## config.mk

```make
export PLATFORM = sky130hd
export DESIGN_NAME = cxs_sequencer
export DESIGN_NICKNAME = d
export VERILOG_FILES = /design/src/include/cxs_pkg.sv /design/src/core/cxs_sequencer.sv
export SDC_FILE = /design/constraint.sdc
export NUM_CORES = 1
export LEC_CHECK = 0
export ABC_AREA = 1
export BUFFER_PORTS_ARGS = -buffer_cell sky130_fd_sc_hd__buf_4
export CAP_MARGIN = 20
export CORE_UTILIZATION = 52
export CTS_BUF_LIST = sky130_fd_sc_hd__clkbuf_16
export DETAILED_ROUTE_END_ITERATION = 10
export GPL_TIMING_DRIVEN = 0
export PLACE_DENSITY_LB_ADDON = 0.12
export SKIP_LAST_GASP = 1
export SYNTH_ARGS = -nofsm -noshare
export SYNTH_HDL_FRONTEND = slang
export SYNTH_SLANG_ARGS = --single-unit
```

## constraint.sdc

```tcl
create_clock -name mclk -period 6.01 [get_ports mclk]
set_clock_uncertainty 0.1 [all_clocks]
set_input_delay 1.202 -clock mclk [delete_from_list [all_inputs] [get_ports mclk]]
set_output_delay 1.202 -clock mclk [all_outputs]
set_load 0.05 [all_outputs]
```

## src/include/cxs_pkg.sv

```systemverilog
// Package for the CPU exception sequencer: vectors, fetch offsets, priorities and carriers.
// Assumes a 32-bit memory port with one-cycle-or-longer request/ack handshake.
package cxs_pkg;
  // ****************************************************************
  // Vector numbers and fixed reset offsets
  // ****************************************************************
  localparam logic [7:0] VEC_POR_PC = 8'h00;
  localparam logic [7:0] VEC_POR_SP = 8'h01;
  localparam logic [7:0] VEC_MAN_PC = 8'h02;
  localparam logic [7:0] VEC_MAN_SP = 8'h03;
  localparam logic [7:0] VEC_GEN_ILL = 8'h04;
  localparam logic [7:0] VEC_SLOT_ILL = 8'h06;
  localparam logic [7:0] VEC_CPU_AERR = 8'h09;
  localparam logic [7:0] VEC_DMA_AERR = 8'h0A;
  localparam logic [7:0] VEC_NMI = 8'h0B;
  localparam logic [7:0] VEC_UBRK = 8'h0C;
  localparam logic [7:0] VEC_TRAP_LO = 8'h20;
  localparam logic [7:0] VEC_TRAP_HI = 8'h3F;
  localparam logic [7:0] VEC_IRQ0 = 8'h40;
  localparam logic [31:0] VECTOR_BASE_RST = 32'h0000_0000;
  localparam logic [3:0] IMASK_RST = 4'hF;
  localparam logic [31:0] STACK_STEP = 32'h0000_0004;
  localparam int IMASK_LSB = 4;
  localparam logic [3:0] NMI_LEVEL = 4'hF;
  localparam logic [3:0] UBRK_LEVEL = 4'hF;

  // ****************************************************************
  // Carriers
  // ****************************************************************
  typedef enum logic [3:0] {
    CXS_SRC_NONE = 4'h0,
    CXS_SRC_POR = 4'h1,
    CXS_SRC_MAN = 4'h2,
    CXS_SRC_CPU_AERR = 4'h3,
    CXS_SRC_DMA_AERR = 4'h4,
    CXS_SRC_NMI = 4'h5,
    CXS_SRC_UBRK = 4'h6,
    CXS_SRC_IRQ = 4'h7,
    CXS_SRC_PERI = 4'h8,
    CXS_SRC_TRAP = 4'h9,
    CXS_SRC_GEN_ILL = 4'hA,
    CXS_SRC_SLOT_ILL = 4'hB
  } cxs_src_e;

  // Decoded instruction facts from the pipeline
  typedef struct packed {
    logic valid;
    logic undefined;
    logic in_slot;
    logic pc_modifying;
    logic is_trap;
    logic [7:0] trap_imm;
  } cxs_dec_s;

  // Memory request toward the bus
  typedef struct packed {
    logic req;
    logic wr;
    logic [31:0] addr;
    logic [31:0] wdata;
  } cxs_mem_s;

  // Final state handed back to the core
  typedef struct packed {
    logic [31:0] pc;
    logic [31:0] sp;
    logic [31:0] vector_base;
    logic [31:0] status_word;
  } cxs_ctx_s;
endpackage

```

## src/core/cxs_sequencer.sv

```systemverilog
// CPU exception sequencer: selects the winning source, saves context and vectors.
// Assumes the core stalls while busy and supplies its live context; memory acks each access.
`timescale 1ns/1ns

// Notes on behaviour
// - Four classes: reset, address error, interrupt, instruction
// - Pending sources served strictly by fixed priority
// - Power-on on init pin rising or watchdog
// - Manual reset only from watchdog overflow
// - Errors, interrupts wait for current instruction end
// - Trap instruction execution starts trap exception
// - Undefined opcode outside slot: general illegal
// - Slot undefined or PC-modifying: slot illegal
// - Jumps, branches, returns, traps count as PC-modifying
// - Power-on fetches PC at 0, SP at 4
// - Manual fetches PC at 8, SP at 12
// - Reset clears vector base, mask all ones
// - Other exceptions push status word and PC
// - Interrupt writes its level into mask field
// - Errors and instructions keep mask unchanged
// - Fetch handler from vector table, then run
// - Illegal vectors 4 and 6; others reserved
// - Address errors 9,10; NMI 11; break 12
// - Reset fetch at vector*4, others base-relative
// - Request lines 64-67, trap vectors 32-63
module cxs_sequencer
(
  input wire logic mclk,
  input wire logic arst_n,
  input wire logic external_init_pin,
  input wire logic watchdog_timer_ovf,
  input wire logic watchdog_timer_manual,
  input wire logic cpu_addr_err,
  input wire logic dma_unit_addr_err,
  input wire logic nmi_req,
  input wire logic user_break_req,
  input wire logic [3:0] irq_line,
  input wire logic [3:0] irq_level,
  input wire logic peri_req,
  input wire logic [7:0] peri_vector,
  input wire logic [3:0] peri_level,
  input wire cxs_pkg::cxs_dec_s dec,
  input wire logic insn_done,
  input wire logic [31:0] cur_pc,
  input wire logic [31:0] cur_sp,
  input wire logic [31:0] cur_status_word,
  input wire logic [31:0] cur_vector_base,
  input wire logic mem_ack,
  input wire logic [31:0] mem_rdata,
  output cxs_pkg::cxs_mem_s mem,
  output logic busy,
  output logic ctx_load,
  output cxs_pkg::cxs_ctx_s ctx,
  output cxs_pkg::cxs_src_e last_src
);
  // ****************************************************************
  // Pin synchroniser and rising-edge detect of the init pin
  // ****************************************************************
  logic [2:0] init_sync_reg;
  logic init_level_reg;
  wire init_agree = init_sync_reg[2] == init_sync_reg[1];
  wire init_rise = init_agree && init_sync_reg[1] && !init_level_reg;

  always_ff @(posedge mclk or negedge arst_n)
  begin
    if (!arst_n)
    begin
      init_sync_reg <= 3'h0;
      init_level_reg <= 1'b0;
    end
    else
    begin
      init_sync_reg <= {init_sync_reg[1:0], external_init_pin};
      if (init_agree)
        init_level_reg <= init_sync_reg[1];
    end
  end

  // ****************************************************************
  // Source decode and priority
  // ****************************************************************
  // Reset requests latch so a busy sequence cannot swallow them
  logic por_pend_reg;
  logic man_pend_reg;
  wire por_evt = init_rise || (watchdog_timer_ovf && !watchdog_timer_manual);
  wire man_evt = watchdog_timer_ovf && watchdog_timer_manual;
  wire gen_ill = dec.valid && dec.undefined && !dec.in_slot;
  wire slot_ill = dec.valid && dec.in_slot && (dec.undefined || dec.pc_modifying || dec.is_trap);
  wire trap_hit = dec.valid && dec.is_trap && !dec.in_slot;
  wire irq_any = |irq_line;
  // Lowest-numbered request line wins among the four
  wire [1:0] irq_idx = irq_line[0] ? 2'h0 : irq_line[1] ? 2'h1 : irq_line[2] ? 2'h2 : 2'h3;

  cxs_pkg::cxs_src_e sel_src;
  always_comb
  begin
    // Order of tests is the priority order
    if (por_pend_reg || por_evt)
      sel_src = cxs_pkg::CXS_SRC_POR;
    else if (man_pend_reg || man_evt)
      sel_src = cxs_pkg::CXS_SRC_MAN;
    else if (cpu_addr_err)
      sel_src = cxs_pkg::CXS_SRC_CPU_AERR;
    else if (dma_unit_addr_err)
      sel_src = cxs_pkg::CXS_SRC_DMA_AERR;
    else if (nmi_req)
      sel_src = cxs_pkg::CXS_SRC_NMI;
    else if (user_break_req)
      sel_src = cxs_pkg::CXS_SRC_UBRK;
    else if (irq_any)
      sel_src = cxs_pkg::CXS_SRC_IRQ;
    else if (peri_req)
      sel_src = cxs_pkg::CXS_SRC_PERI;
    else if (trap_hit)
      sel_src = cxs_pkg::CXS_SRC_TRAP;
    else if (gen_ill)
      sel_src = cxs_pkg::CXS_SRC_GEN_ILL;
    else if (slot_ill)
      sel_src = cxs_pkg::CXS_SRC_SLOT_ILL;
    else
      sel_src = cxs_pkg::CXS_SRC_NONE;
  end

  function automatic logic [7:0] vec_of(input cxs_pkg::cxs_src_e s, input logic [1:0] ii,
                                        input logic [7:0] pv, input logic [7:0] ti);
    unique case (s)
      cxs_pkg::CXS_SRC_POR: vec_of = cxs_pkg::VEC_POR_PC;
      cxs_pkg::CXS_SRC_MAN: vec_of = cxs_pkg::VEC_MAN_PC;
      cxs_pkg::CXS_SRC_CPU_AERR: vec_of = cxs_pkg::VEC_CPU_AERR;
      cxs_pkg::CXS_SRC_DMA_AERR: vec_of = cxs_pkg::VEC_DMA_AERR;
      cxs_pkg::CXS_SRC_NMI: vec_of = cxs_pkg::VEC_NMI;
      cxs_pkg::CXS_SRC_UBRK: vec_of = cxs_pkg::VEC_UBRK;
      cxs_pkg::CXS_SRC_IRQ: vec_of = cxs_pkg::VEC_IRQ0 + {6'h00, ii};
      cxs_pkg::CXS_SRC_PERI: vec_of = pv;
      // Out-of-range trap numbers are forced into the user window
      cxs_pkg::CXS_SRC_TRAP: vec_of = cxs_pkg::VEC_TRAP_LO | (ti & 8'h1F);
      cxs_pkg::CXS_SRC_GEN_ILL: vec_of = cxs_pkg::VEC_GEN_ILL;
      cxs_pkg::CXS_SRC_SLOT_ILL: vec_of = cxs_pkg::VEC_SLOT_ILL;
      default: vec_of = cxs_pkg::VEC_GEN_ILL;
    endcase
  endfunction

  function automatic logic [31:0] vec_addr(input logic [31:0] base, input logic [7:0] v);
    vec_addr = base + {22'h000000, v, 2'h0};
  endfunction

  // ****************************************************************
  // Sequencer
  // ****************************************************************
  typedef enum logic [2:0] {
    CXS_IDLE = 3'h0,
    CXS_RST_PC = 3'h1,
    CXS_RST_SP = 3'h2,
    CXS_PUSH_SW = 3'h3,
    CXS_PUSH_PC = 3'h4,
    CXS_FETCH = 3'h5,
    CXS_LOAD = 3'h6
  } cxs_state_e;

  cxs_state_e state_reg;
  cxs_state_e state_next;
  logic [7:0] vec_reg;
  logic is_man_reg;
  logic [31:0] pc_reg;
  logic [31:0] sp_reg;
  logic [31:0] vb_reg;
  logic [31:0] sw_reg;
  logic [31:0] save_pc_reg;
  logic [31:0] save_sw_reg;

  wire is_reset = (sel_src == cxs_pkg::CXS_SRC_POR) || (sel_src == cxs_pkg::CXS_SRC_MAN);
  // Resets start as soon as the sequencer is idle; the rest also wait for the running instruction to finish
  wire start = (state_reg == CXS_IDLE) && (sel_src != cxs_pkg::CXS_SRC_NONE) &&
               (is_reset || insn_done);
  wire por_take = start && (sel_src == cxs_pkg::CXS_SRC_POR);
  wire man_take = start && (sel_src == cxs_pkg::CXS_SRC_MAN);
  wire is_irq = (sel_src >= cxs_pkg::CXS_SRC_NMI) && (sel_src <= cxs_pkg::CXS_SRC_PERI);
  wire [3:0] new_level = (sel_src == cxs_pkg::CXS_SRC_NMI) ? cxs_pkg::NMI_LEVEL :
                         (sel_src == cxs_pkg::CXS_SRC_UBRK) ? cxs_pkg::UBRK_LEVEL :
                         (sel_src == cxs_pkg::CXS_SRC_IRQ) ? irq_level : peri_level;
  wire [31:0] sw_irq = (cur_status_word & ~(32'h0000_000F << cxs_pkg::IMASK_LSB)) |
                       ({28'h0000000, new_level} << cxs_pkg::IMASK_LSB);
  wire [31:0] sw_rst = sw_reg | ({28'h0000000, cxs_pkg::IMASK_RST} << cxs_pkg::IMASK_LSB);
  wire rst_dual = state_reg == CXS_RST_PC;
  wire [7:0] rst_sp_vec = is_man_reg ? cxs_pkg::VEC_MAN_SP : cxs_pkg::VEC_POR_SP;

  always_comb
  begin
    state_next = state_reg;
    unique case (state_reg)
      CXS_IDLE: if (start) state_next = is_reset ? CXS_RST_PC : CXS_PUSH_SW;
      CXS_RST_PC: if (mem_ack) state_next = CXS_RST_SP;
      CXS_RST_SP: if (mem_ack) state_next = CXS_LOAD;
      CXS_PUSH_SW: if (mem_ack) state_next = CXS_PUSH_PC;
      CXS_PUSH_PC: if (mem_ack) state_next = CXS_FETCH;
      CXS_FETCH: if (mem_ack) state_next = CXS_LOAD;
      CXS_LOAD: state_next = CXS_IDLE;
      default: state_next = CXS_IDLE;
    endcase
  end

  // Memory request for the current step, registered one cycle ahead
  cxs_pkg::cxs_mem_s mem_next;
  always_comb
  begin
    mem_next = '0;
    unique case (state_next)
      CXS_RST_PC:
      begin
        mem_next.req = 1'b1;
        mem_next.addr = {22'h000000, vec_reg, 2'h0};
      end
      CXS_RST_SP:
      begin
        mem_next.req = 1'b1;
        mem_next.addr = {22'h000000, rst_sp_vec, 2'h0};
      end
      CXS_PUSH_SW:
      begin
        mem_next.req = 1'b1;
        mem_next.wr = 1'b1;
        mem_next.addr = sp_reg - cxs_pkg::STACK_STEP;
        mem_next.wdata = save_sw_reg;
      end
      CXS_PUSH_PC:
      begin
        mem_next.req = 1'b1;
        mem_next.wr = 1'b1;
        mem_next.addr = sp_reg - cxs_pkg::STACK_STEP;
        mem_next.wdata = save_pc_reg;
      end
      CXS_FETCH:
      begin
        mem_next.req = 1'b1;
        mem_next.addr = vec_addr(vb_reg, vec_reg);
      end
      default: mem_next = '0;
    endcase
    // Entry cycle: the saved-context registers load in the same edge, so source them directly
    if (state_reg == CXS_IDLE && state_next == CXS_PUSH_SW)
    begin
      mem_next.addr = cur_sp - cxs_pkg::STACK_STEP;
      mem_next.wdata = is_irq ? cur_status_word : cur_status_word;
    end
    if (state_reg == CXS_IDLE && state_next == CXS_RST_PC)
      mem_next.addr = {22'h000000, vec_of(sel_src, irq_idx, peri_vector, dec.trap_imm), 2'h0};
    if (mem_ack && state_next != state_reg)
    begin
      if (state_next == CXS_PUSH_PC)
        mem_next.addr = sp_reg - (cxs_pkg::STACK_STEP << 1);
      if (rst_dual)
        mem_next.addr = {22'h000000, rst_sp_vec, 2'h0};
    end
  end

  always_ff @(posedge mclk or negedge arst_n)
  begin
    if (!arst_n)
    begin
      state_reg <= CXS_IDLE;
      por_pend_reg <= 1'b0;
      man_pend_reg <= 1'b0;
      vec_reg <= 8'h00;
      is_man_reg <= 1'b0;
      pc_reg <= 32'h0000_0000;
      sp_reg <= 32'h0000_0000;
      vb_reg <= 32'h0000_0000;
      sw_reg <= 32'h0000_0000;
      save_pc_reg <= 32'h0000_0000;
      save_sw_reg <= 32'h0000_0000;
      mem <= '0;
      busy <= 1'b0;
      ctx_load <= 1'b0;
      ctx <= '0;
      last_src <= cxs_pkg::CXS_SRC_NONE;
    end
    else
    begin
      state_reg <= state_next;
      mem <= mem_next;
      busy <= state_next != CXS_IDLE;
      ctx_load <= state_reg == CXS_LOAD;
      // New reset events win over the clear, unless that very event is the one starting now
      por_pend_reg <= (por_evt && !(por_take && !por_pend_reg)) || (por_pend_reg && !por_take);
      man_pend_reg <= (man_evt && !(man_take && !man_pend_reg)) || (man_pend_reg && !man_take);
      if (start)
      begin
        last_src <= sel_src;
        vec_reg <= vec_of(sel_src, irq_idx, peri_vector, dec.trap_imm);
        is_man_reg <= sel_src == cxs_pkg::CXS_SRC_MAN;
        save_pc_reg <= cur_pc;
        save_sw_reg <= cur_status_word;
        sp_reg <= cur_sp;
        pc_reg <= cur_pc;
        vb_reg <= is_reset ? cxs_pkg::VECTOR_BASE_RST : cur_vector_base;
        // Mask untouched for errors and instructions
        sw_reg <= is_irq ? sw_irq : cur_status_word;
      end
      if (mem_ack)
      begin
        unique case (state_reg)
          CXS_RST_PC: pc_reg <= mem_rdata;
          CXS_RST_SP:
          begin
            sp_reg <= mem_rdata;
            sw_reg <= sw_rst;
          end
          CXS_PUSH_SW, CXS_PUSH_PC: sp_reg <= sp_reg - cxs_pkg::STACK_STEP;
          CXS_FETCH: pc_reg <= mem_rdata;
          default: pc_reg <= pc_reg;
        endcase
      end
      if (state_reg == CXS_LOAD)
      begin
        ctx.pc <= pc_reg;
        ctx.sp <= sp_reg;
        ctx.vector_base <= vb_reg;
        ctx.status_word <= sw_reg;
      end
    end
  end
endmodule

```

==> results of run 1 <==
per-stage QoR:
step                power [mW]  utilization [%]  hold slack, ns  instances  cell area (um2)
floorplan                 9.62                -           0.231       2561            20300
global placement          12.5             62.1           0.239       3480            24000
detailed placement        12.7             62.5           0.242       3486            24100
CTS                       15.4             66.2           0.256       3566            25500
global route              16.4             66.2           0.277       3566            25500
finish                    15.7             66.2           0.254       3566            25500
placed cells by master (no fill, tap or decap), drive strengths merged, types with 11 or more instances in the layout:
cell type,instances
clkinv,25
a31oi,12
buf,443
nor3,25
xor2,61
o211ai,22
clkbuf,131
nor2,256
nor4,11
o21ai,379
o22ai,39
dfrtp,410
nand4,17
nand3,96
ha,13
nand2,642
a21oi,104
inv,289
layout make-up:
type	instances	area (um2)
clock buffers	44	1100
flip-flops and latches	410	10300
multi-input cells	1744	8460
clock inverters	36	332
inverters	284	1070
plain buffers	123	520
repair buffers	407	3140
well taps	518	648
fillers	3248	13000
power by group through the flow:
stage	sequential, mW	clock, mW	combinational [mW]
2_1_floorplan	6.16	0	3.46
3_3_place_gp	4.63	0	7.84
3_5_place_dp	4.66	0	8.00
4_1_cts	4.64	2.73	8.07
5_1_grt	4.76	2.86	8.75
6_report	4.68	2.74	8.24
layer usage:
metal | global-route usage [%] | wire [um] | vias to the layer above
li1 | - | - | 9248
met1 | 52.5 | 32100 | 10100
met2 | 67.1 | 38500 | 1268
met3 | 8.17 | 7830 | 283
met4 | 26.6 | 5700 | 0
met5 | 0 | 0 | -
worst paths after layout:
path | start | slack, ns | cells past startpoint | to
worst min-delay path | init_sync_reg[0] | 0.25 | 0 | init_sync_reg[1]
worst max register to register | sp_reg[3] | 1.85 | 16 | mem[59]
worst max-delay path | sp_reg[3] | 1.85 | 16 | mem[59]
worst min register to register | init_sync_reg[0] | 0.25 | 0 | init_sync_reg[1]
max in group asynchronous | arst_n | 3.84 | 3 | ctx[88]
min in group asynchronous | arst_n | 0.46 | 1 | ctx[20]
cell families after synthesis:
kind of cell / share of synthesized area, %
simple gates: 21.3
compound gates: 16.6
flops: 50.5
buf+inv: 7.81
xor+xnor: 2.76
fa+ha+maj: 0.900
mux: 0.154
==> implementation parameters, run 1 <==
Parameter                              Value

STA
  Slew HR ... 28.7%
  Max frequency ... 240 MHz
  Count of endpoints failing setup in the final report ... 0
  Hold Vio Cnt, Final ... 0
  Post-layout worst setup margin ... 1.85 ns
  Clock period minus worst slack ... 4.16 ns
  Setup repair after global routing missed its margin ... false
  Post-route fraction of the period consumed by the critical path ... 69.2%
  Fin Setup TNS ... 0 ns
  Transition time at the pin with the least slew margin ... 1.07 ns
  Number of pins with negative max-slew slack in the final report ... 0

Synth
  Ys Warns ... 0
  Cell types with the largest area share after synthesis ... sky130_fd_sc_hd__dfrtp_1 (51%), sky130_fd_sc_hd__nand2_1 (12%), sky130_fd_sc_hd__o21ai_0 (9.1%), sky130_fd_sc_hd__inv_1 (5.0%), sky130_fd_sc_hd__nor2_1 (4.6%)
  Count leader, synth ... sky130_fd_sc_hd__nand2_1
  Post-synthesis average cell area ... 7.93 um2
  Sequential share of the synthesized area ... 50.5%
  FF+latch count, synth ... 410
  Prevailing post-synth register cell ... sky130_fd_sc_hd__dfrtp_1
  Synth cell types ... 59
  Top cells by count, synth ... sky130_fd_sc_hd__nand2_1 (634), sky130_fd_sc_hd__dfrtp_1 (410), sky130_fd_sc_hd__o21ai_0 (368)
  Number of flops mapped to enable cells by yosys ... 0
  Fraction of synthesized cell area taken by the top area cell type ... 50.5%
  Yosys top cell by area ... sky130_fd_sc_hd__dfrtp_1
  Syn nets ... 2,780
  Synthesized cell area ... 0.0203 mm2
  Share of async-settable or async-resettable flops after synthesis ... 100%
  Number of standard cells after synthesis ... 2,561

Detailed routing
  Routed vias/inst ... 5.86
  Average wire per cell in the routed design ... 23.6 um
  Detailed Route Iter0 Violations ... 2,415
  Antenna-violating nets left ... 0
  Remaining design rule violation count ... 0
  Vias post-DR ... 20,900
  First drt pass iteration count ... 8
  Total wirelength of the detailed-routed design ... 84,100 um

Final layout
  Antenna diode count ... 0
  Biggest registers after layout ... ctx: 128 flops, mem: 66 flops
  Layout cell share with drive strength beyond 1 ... 17.8%
  Largest reg by FF count ... ctx
  Largest register FFs ... 128
  Net count of the finished layout ... 3,233
  Syn-to-layout area delta ... 25.7%

Clock tree
  Post-cts gate resize count ... 0
  CTS tree ... done
  Clock buffer depth ... 3
  Root buffer selected by CTS ... sky130_fd_sc_hd__clkbuf_16
  Post-CTS Setup Repair Bufs ... 0
  Total clock buffers created by CTS ... 44
  Number of levels the H-tree was split into ... 2
  TritonCTS sink count ... 410
  Clock transition at the register clock pins on the worst setup and hold paths after CTS ... 0.06 ns
  Hold-fix buffers, CTS ... 0
  Clock network latency to the later pin of the worst-skew pair ... 0.61 ns

Critical path
  WP data required ... 6.44 ns
  Kind of launch point of the worst setup path ... flop
  Series of cell instances along the critical path ... inv_1 -> ha_1 -> inv_1 -> nor2_1 -> inv_1 -> nor2_1 -> inv_1 -> nor2_1 -> inv_1 -> nor4_1 -> nand2_1 -> xor2_1 -> nand2_1 -> o211ai_1 -> nand3_1 -> nand2_1
  Data arrival, critical path ... 4.59 ns
  Slowest stage cell, crit path ... sky130_fd_sc_hd__dfrtp_1
  Cell repeated most along the worst path ... sky130_fd_sc_hd__inv_1
  Top delay family on crit path ... simple AND/OR/NAND/NOR gates
  Delay of the slowest critical-path stage ... 0.45 ns
  Endpoint class of the critical path ... flop
  Sum of buffers and inverters on the critical path ... 5
  Worst Path Class, Setup ... flop to flop
  Maximum fanout along the worst path ... 5

Global routing
  Maximum number of pins on one net before global-route repair ... 124
  Total global routing track utilization ... 42.0%
  Via count of the first global-routing pass ... 20,300
  Global-route wire length before repair ... 122,000 um
  Grt total ovfl ... 0
  Number of antenna violations at the first check in global routing ... 1

Power and ir drop
  Switch share ... 50.9%
  Internal Power ... 7.68 mW
  Areal power density over the cells ... 613 mW/mm2
  Total leakage power ... 12.6 nW
  Net switching power ... 7.98 mW
  Sequential group share of total power ... 29.9%
  Part of the total power dissipated in combinational logic ... 52.6%
  Worst IR drop on VDD ... 0.400 mV
  Clock power share ... 17.5%

Die
  Die span in y ... 200 um
  Effective utilization at floorplan ... 52.7%
  Die Wd ... 200 um
  # IOs ... 405
  Full die area ... 0.0398 mm2
  Site row count ... 72
  Core outline area ... 0.0386 mm2

Run
  Number of max-capacitance violations reported ... 0

Placed design
  Number of input and output port buffers inserted ... 401
  Detailed Place HPWL ... 65,900 um
  Placement-stage worst setup slack ... 1.57 ns
  Final estimated routing congestion in global placement ... 1.03

Worst hold path
  Tightest Hold Check Type ... flop to flop

Status
  Status ... finished clean
(Power assumes the default switching activity.)
==> run 2, diff against run 1 <==
CORE_UTILIZATION = 50   (was 52)
clock period = 3.6 ns   (was 6.01 ns; I/O delays follow)
==> implementation parameters, run 2 (synthesis results as in run 1) <==
Parameter                              Value

Detailed routing
  First drt pass iteration count ... 6
  Total wirelength of the detailed-routed design ... 83,700 um
  Vias post-DR ... 20,800
  Detailed Route Iter0 Violations ... 2,458
  Antenna-violating nets left ... 0
  Average wire per cell in the routed design ... 23.4 um
  Routed vias/inst ... 5.82
  Remaining design rule violation count ... 0

Final layout
  Net count of the finished layout ... 3,233
  Footprint of the multi-input gates ... 0.00859 mm2
  Final instance area ... 0.0257 mm2
  Post-layout util ... 64.3%
  Biggest registers after layout ... ctx: 128 flops, mem: 66 flops
  Fill cell total of the finished layout ... 3,420
  Layout cell share with drive strength beyond 1 ... 18.5%
  Largest register FFs ... 128
  Largest reg by FF count ... ctx
  Syn-to-layout area delta ... 26.4%
  Most frequent standard cell in the layout excluding fill and tap cells ... sky130_fd_sc_hd__nand2_1
  Commonest cells after routing, fill and taps aside ... sky130_fd_sc_hd__nand2_1 (634), sky130_fd_sc_hd__dfrtp_1 (410), sky130_fd_sc_hd__buf_4 (406)
  Register Area ... 0.0103 mm2

Placed design
  Cell area after placement ... 0.0241 mm2
  Detailed Place HPWL ... 65,700 um
  Number of input and output port buffers inserted ... 401
  Placement-stage worst setup slack ... -0.261 ns
  Final estimated routing congestion in global placement ... 1.01

Critical path
  Sum of buffers and inverters on the critical path ... 4
  Data arrival, critical path ... 3.96 ns
  Critical register-to-register path startpoint ... sp_reg[3]
  Kind of launch point of the worst setup path ... flop
  Cell repeated most along the worst path ... sky130_fd_sc_hd__inv_1
  Total number of cells along the worst setup path ... 14
  Worst Setup SP ... sp_reg[3]
  Endpoint class of the critical path ... flop
  Delay of the slowest critical-path stage ... 0.45 ns
  Critical path endpoint ... mem[43]
  Worst Path Class, Setup ... flop to flop
  WP data required ... 4.02 ns
  Series of cell instances along the critical path ... inv_1 -> ha_1 -> inv_1 -> nor2_2 -> inv_1 -> nor2_2 -> inv_1 -> nor2_2 -> nand2_1 -> xor2_1 -> nand2_1 -> o311ai_1 -> o211ai_1 -> nand2_1
  R2r endpoint ... mem[43]
  Slowest stage cell, crit path ... sky130_fd_sc_hd__dfrtp_1
  Cell count of the worst reg-to-reg path ... 14
  Top delay family on crit path ... simple AND/OR/NAND/NOR gates
  Maximum fanout along the worst path ... 5
  Register-to-register setup slack ... 0.06 ns

Worst hold path
  Tightest Hold Check Type ... input pin to flop

Die
  Core outline area ... 0.0399 mm2
  # IOs ... 405
  Site row count ... 73
  Die span in y ... 204 um
  Die Wd ... 204 um
  Full die area ... 0.0414 mm2
  Effective utilization at floorplan ... 50.9%

STA
  Hold Vio Cnt, Final ... 0
  Count of endpoints failing setup in the final report ... 0
  Max frequency ... 283 MHz
  Transition time at the pin with the least slew margin ... 0.901 ns
  Post-route fraction of the period consumed by the critical path ... 98.2%
  Post-layout worst setup margin ... 0.0650 ns
  Setup repair after global routing missed its margin ... true
  Slew HR ... 39.7%
  Number of pins with negative max-slew slack in the final report ... 0
  Clock period minus worst slack ... 3.54 ns

Clock tree
  Number of levels the H-tree was split into ... 2
  CTS tree ... done
  TritonCTS sink count ... 410
  Total clock buffers created by CTS ... 43
  Clock buffer depth ... 3
  Clock transition at the register clock pins on the worst setup and hold paths after CTS ... 0.06 ns
  Root buffer selected by CTS ... sky130_fd_sc_hd__clkbuf_16
  Clock network latency to the later pin of the worst-skew pair ... 0.61 ns

Power and ir drop
  Total leakage power ... 12.7 nW
  Worst IR drop on VDD ... 0.663 mV
  Areal power density over the cells ... 1020 mW/mm2

Global routing
  Global-route wire length before repair ... 122,000 um
  Maximum number of pins on one net before global-route repair ... 126
  Number of antenna violations at the first check in global routing ... 2
  Total global routing track utilization ... 40.2%
  Grt total ovfl ... 0
  Via count of the first global-routing pass ... 19,900

Run
  Number of max-capacitance violations reported ... 0

Status
  Status ... finished clean
run 2: cell count changes in the layout (fill, tap and decap cells not counted), moves of 3 or more:
cell                       change
sky130_fd_sc_hd__buf_2         -3
sky130_fd_sc_hd__clkbuf_1      -9
sky130_fd_sc_hd__clkbuf_2      +8
sky130_fd_sc_hd__clkinv_1      +3
sky130_fd_sc_hd__clkinv_2      -7
sky130_fd_sc_hd__nor2_1        -8
sky130_fd_sc_hd__nor2_2        +6
sky130_fd_sc_hd__xor2_1        -5
sky130_fd_sc_hd__xor2_2        +3
run 2: cell type report:
class | count | share of cell area, %
antenna | 2 | 0.0195
buffer | 123 | 2.10
clock buffer | 43 | 4.19
clock inverter | 33 | 1.30
inverter | 284 | 4.16
multi-input combinational | 1744 | 33.5
sequential | 410 | 40.0
tap | 525 | 2.56
timing repair buffer | 408 | 12.3
run 2: power breakdown:
part,total (mW),internal (mW),switching (mW),leakage (nW)
clock network,4.54,2.56,1.98,0.712
registers,7.78,6.56,1.22,5.24
logic,13.8,3.77,10.0,6.73
total,26.1,12.9,13.2,12.7
run 2: worst min path at each step:
stage | from | endpoint | cells after the start
final | external_init_pin | init_sync_reg[0] | 1
after floorplan | init_sync_reg[0] | init_sync_reg[1] | 0
after global routing | external_init_pin | init_sync_reg[0] | 1
after global placement | init_sync_reg[0] | init_sync_reg[1] | 0
after CTS | external_init_pin | init_sync_reg[0] | 1
after detailed placement | init_sync_reg[0] | init_sync_reg[1] | 0
run 2: what timing repair did:
item / CTS / global route
setup buffers: 0 / 0
hold endpoints to repair: 50 / 0
pin swaps: 0 / 0
resized for setup: 6 / 40
hold buffers: 1 / 0
endpoints found under the setup margin: 6 / 81
run 2: per-layer routing:
layer	up-vias	global-route usage [%]	routed length [um]
met5	-	0	0
met3	241	6.82	7740
met2	1228	65.0	39000
met4	0	21.7	4620
li1	9253	-	-
met1	10100	51.6	32400
run 2: stage by stage:
stage | hold WS, ns | TNS (ns) | total power [mW] | instances
final | 0.128 | 0 | 26.1 | 3572
after floorplan | 0.231 | 0 | 16.1 | 2561
after global routing | 0.123 | -0.0598 | 27.3 | 3570
after global placement | 0.247 | -891.02 | 20.9 | 3487
after detailed placement | 0.240 | -9.33 | 21.1 | 3492
after CTS | 0.109 | -0.137 | 25.7 | 3569
